[src/hw/crc_check_pkg.sv]
package crc_check_pkg;
    localparam int          SIG_W          = 32;
    localparam int          WORD_W         = 16;
    localparam int          LEN_W          = 16;
    localparam logic [31:0] SIG_RST        = 32'hFFFFFFFF;
    localparam logic [31:0] POLY_RST       = 32'h04C11DB7;
    localparam logic [31:0] EXPECT_RST     = 32'h00000000;
    localparam logic [15:0] LEN_RST        = 16'h0001;
    typedef enum logic [1:0] {ST_IDLE, ST_RUN, ST_DONE} chk_state_t;
endpackage : crc_check_pkg

[src/hw/sig_compare.sv]
`timescale 1ns/100ps
// independent compare path: its own registered copy of the expected value
module sig_compare
    import crc_check_pkg::*;
(
    input  wire logic              core_clk,
    input  wire logic              sys_rst,
    input  wire logic              clk_en,
    input  wire logic              load_expect,
    input  wire logic [SIG_W-1:0]  expect_in,
    input  wire logic              check,
    input  wire logic [SIG_W-1:0]  sig_in,
    output logic                   mismatch
);
    logic [SIG_W-1:0] expect_q;
    logic [SIG_W-1:0] next_expect_q;
    logic             next_mismatch;

    always_comb begin
        next_expect_q = expect_q;
        next_mismatch = mismatch;
        if (load_expect) begin
            next_expect_q = expect_in;
        end
        if (check) begin
            next_mismatch = (sig_in != expect_q);
        end
    end

    always_ff @(posedge core_clk) begin
        if (sys_rst) begin
            expect_q <= EXPECT_RST;
            mismatch <= 1'b0;
        end else if (clk_en) begin
            expect_q <= next_expect_q;
            mismatch <= next_mismatch;
        end
    end
endmodule : sig_compare

[config.mk]
export PLATFORM = sky130hd
export DESIGN_NAME = sig_compare
export DESIGN_NICKNAME = d
export VERILOG_FILES = /design/src/hw/crc_check_pkg.sv /design/src/hw/sig_compare.sv
export SDC_FILE = /design/constraint.sdc
export NUM_CORES = 1
export LEC_CHECK = 0
export BUFFER_PORTS_ARGS = -buffer_cell sky130_fd_sc_hd__buf_2
export CAP_MARGIN = 25
export CORE_UTILIZATION = 51
export CTS_BUF_LIST = sky130_fd_sc_hd__clkbuf_2
export CTS_CLUSTER_DIAMETER = 200
export DETAILED_ROUTE_END_ITERATION = 7
export GPL_ROUTABILITY_DRIVEN = 0
export HOLD_SLACK_MARGIN = 0.05
export PLACE_DENSITY_LB_ADDON = 0.08
export SYNTH_ARGS = -nofsm -noshare
export SYNTH_HDL_FRONTEND = slang
export SYNTH_SLANG_ARGS = --single-unit
[constraint.sdc]
create_clock -name core_clk -period 3.2 [get_ports core_clk]
set_clock_uncertainty 0.2 [all_clocks]
set_input_delay 0.16 -clock core_clk [delete_from_list [all_inputs] [get_ports core_clk]]
set_output_delay 0.16 -clock core_clk [all_outputs]
set_load 0.1 [all_outputs]
# ---- After elaboration in Yosys (flattened, before gate mapping)
# Index checks and enable logic that the tools add are counted.
dict set report totals {
  register_bits 33
  output_inout_bits 1
  elab_cells 5
}
dict set report op_classes {
  eq_ne 1
  n_reduce_logical 2
}
# operator n
set ops {}
lappend ops {{$ne A32 B32 Y1} 1}
lappend ops {{$reduce_and A2 Y1} 2}

# ---- Logic depth before layout (Yosys ltp)
dict set report logic_depth {
  depth_word 1
  depth_mapped 5
  ltp_nobuf 5
}

# ---- Least setup slack after synthesis
# No wires, ideal clock.
dict set report synth_timing {
  kind {flip-flop to flip-flop}
  startpoint {reg mismatch (netlist name)}
  endpoint {reg mismatch}
  setup_ns 0.079
  arrival_time_ns 1.170
  required_ns 2.921
  setup_slack_ns 1.752
  path_stages_with_launch 3
  path_buffers 0
  period_less_slack_ns 1.448
  cell_sequence {dfxtp_1 > a21oi_1 > nor3_1}
}
# element line_no
set synth_rtl {}
lappend synth_rtl {{end signal, assigned} sig_compare.sv:36} ;# mismatch <= next_mismatch;
lappend synth_rtl {{end, declared} sig_compare.sv:13} ;# output logic mismatch

# ---- Final worst setup path
dict set report layout_timing {
  startpoint {reg expect_q[31]}
  endpoint {reg mismatch}
}
dict set report layout_via {
  elab_chain_len 1
}
# element line_no
set layout_rtl {}
lappend layout_rtl {{start, declared} sig_compare.sv:15} ;# logic [SIG_W-1:0] expect_q;
lappend layout_rtl {{start signal, assigned} sig_compare.sv:35} ;# expect_q <= next_expect_q;
lappend layout_rtl {{$ne A32 B32 Y1} sig_compare.sv:26} ;# next_mismatch = (sig_in != expect_q);
# Every way passes these cells.
# A chain may end at the register's enable or synchronous reset.

==> results_dict.tcl <==
set metrics [dict create \
    rows 19 \
    cts_max_path_buffers 2 \
    status "finished, final reports clean" \
    synthCells 188 \
    dpl_cell_area_um2 1824 \
    synthTopCellsByArea "dfxtp_1 45%, xor2_1 18%, nand2_1 17%" \
    yosys.area.top_type "dfxtp_1" \
    setup-tns-final_ns 0 \
    critPathRequiredTime_ns 3.30 \
    drc 0 \
    yosys.area_share.simple 0.2210 \
    postCtsSetupBuffers 0 \
    endpoint_kind "flip-flop" \
    postRouteWirelength_um 3819 \
    critPathMaxStageDelay_ns 0.58 \
    wl_per_cell_um 11.86 \
    grt_pass1_vias 1474 \
    arrival_ns 2.25 \
    cap_violations 0 \
    syn_area_um2 1478 \
    synth-seq-cells 33 \
    nets 359 \
    crit_start "expect_q[31]" \
    rsz0062_at_grt "false" \
    synthMuxAreaShare 0 \
    ys_seq_area_frac 0.4471 \
    cts_tree "yes" \
    synth_compound_area_frac 0.1118 \
    drive_gt1_frac 0.2646 \
    slew_headroom 0.4836 \
    crit_fanout 2 \
    worstPathCellList "xor2_1 -> nor4_1 -> nand3_1 -> nor3_1 -> nor3_1 -> dlygate4sd3_1" \
    synth_area_per_cell_um2 7.860 \
    ant_nets 0 \
    drv_slew 0 \
    cts_buffers 5 \
    max_clock_freq_mhz 465.1 \
    finish.utilization 0.8122 \
    period_share 0.6719 \
    tightest_slew_ns 0.7746 \
    setup_viol 0 \
    path_class "flip-flop to flip-flop" \
    synth_nets 257 \
    grt_usage 0.2563 \
    synth_warnings 0 \
    slowest_stage "dlygate4sd3_1" \
    min_period_ns 2.150 \
    clock_sinks 33 \
    cts_root_buf "clkbuf_2" \
    path_buf_inv 1 \
    antenna_found_initial 0 \
    r2r_slack_ns 1.05 \
    area_delta_synth_final_pct 51.57 \
    stdcell_area_um2 2240 \
    path_delay_family "simple AND/OR/NAND/NOR gates" \
    num_vias 1587 \
    cp-start-kind "flip-flop" \
    reg2reg_to "mismatch" \
    hold_viol 0 \
    first_iter_violations 38 \
    clkSlewWorstSetupHoldPaths_ns 0.17 \
    ctsHoldBuffers 35 \
    crit_top_cell "nor3_1" \
    final_cell_mix "69 x buf_2, 65 x nand2_1, 35 x dlygate4sd3_1" \
    power_density_nw_per_um2 355.1 \
    synth-xor-area-share 0.1897 \
    coreArea_um2 2758 \
    ios 70 \
    grt_max_degree 34 \
    crit_cells 6 \
    cts.repair.resized 0 \
    drtPass1Iterations 4 \
    synth_fa_ha_area_frac 0 \
    min_path_type "primary input to flip-flop" \
    synth_top_area_frac 0.4471 \
    place_hpwl_um 2235 \
    r2r_start "expect_q[31]" \
    vias_per_cell 4.929 \
    io_buffers 69 \
    hold-worst-slack_ns 0.05936 \
    post_synth_num_cell_types 13 \
    start_util 0.5358 \
    fp.dieW_um 55.83 \
    die_h_um 55.83 \
    grt_overflow 0 \
    synth_top_family_by_area "simple AND/OR/NAND/NOR gates" \
    dieArea_um2 3116 \
    setup.worst_path.end "mismatch" \
    worstSkewPairLatency_ns 0.39 \
    reg2regPathDepth 6 \
    layout_commonest_cell "buf_2" \
    diodes 0 \
    cts_htree_levels 2 \
    grt_pass1_wl_um 6141 \
    leakagePower_uw 0.001046 \
    ir_drop_mv 0.3494 \
]
==> layer usage <==
layer  track usage  wire [µm]  vias up
met1        0.2963       1595      713
met5             0          0        -
li1              -          -      812
met3       0.07674        220       10
met4        0.1115         90        0
met2        0.4389       1912       52
==> worst register-to-register path: stages (launching register included) <==
cell,delay (ns)
dfxtp_1,0.35
xor2_1,0.16
nor4_1,0.41
nand3_1,0.15
nor3_1,0.16
nor3_1,0.06
dlygate4sd3_1,0.58
==> cells in the mapped netlist, drive strengths merged <==
| library cell | instances |
|---|---|
| dfxtp | 33 |
| nor4 | 7 |
| nand3 | 1 |
| xor2 | 31 |
| xnor2 | 1 |
| clkbuf | 7 |
| nand4 | 2 |
| buf | 4 |
| nor3 | 3 |
| and2 | 1 |
| nand2 | 65 |
| a21oi | 33 |
==> final cells by class <==
type	count	area, µm²
clock buffers	5	25.02
multi-input cells	144	772.0
repair buffers	106	730.7
clock inverters	3	12.51
fillers	201	518.0
well taps	31	38.79
flip-flops and latches	33	660.6
==> kinds of logic after synthesis <==
family / after synthesis
DFF: 33
buffers and inverters: 11
AOI/OAI and AO/OA: 33
and+or+nand+nor: 79
xor gates and xnor gates: 32
==> where the power goes <==
| part | internal, µW | switching (µW) | total [µW] |
|---|---|---|---|
| Combinational | 92.1 | 72.9 | 165 |
| Sequential | 431 | 12.0 | 443 |
| Clock | 47.7 | 140 | 188 |
| Total | 570 | 225 | 795 |
==> metrics by stage <==
| stage | total power [µW] | setup slack [ns] | std cells |
|---|---|---|---|
| finish | 795.3 | 1.050 | 322 |
| global route | 837.9 | 0.9267 | 322 |
| CTS | 793.5 | 1.032 | 321 |
| detailed placement | 575.8 | 1.533 | 278 |
| global placement | 574.9 | 1.570 | 278 |
| floorplan | 519.1 | 1.752 | 188 |
==> how the worst min path moves through the flow <==
stage                  start            to  slack [ns]  cells past startpoint
2_1_floorplan   expect_in[0]   expect_q[0]         0.1                      2
3_3_place_gp   expect_in[27]  expect_q[27]        0.20                      3
3_5_place_dp    expect_in[9]   expect_q[9]        0.21                      3
4_1_cts              sys_rst  expect_q[15]        0.06                      2
5_1_grt              sys_rst   expect_q[9]        0.06                      2
6_report             sys_rst  expect_q[11]        0.06                      2
==> flip-flops by register name, summed over array words and instances, names as in the netlist <==
register,count
mismatch,1
expect_q,32
Power figures use the tool's default switching activity.
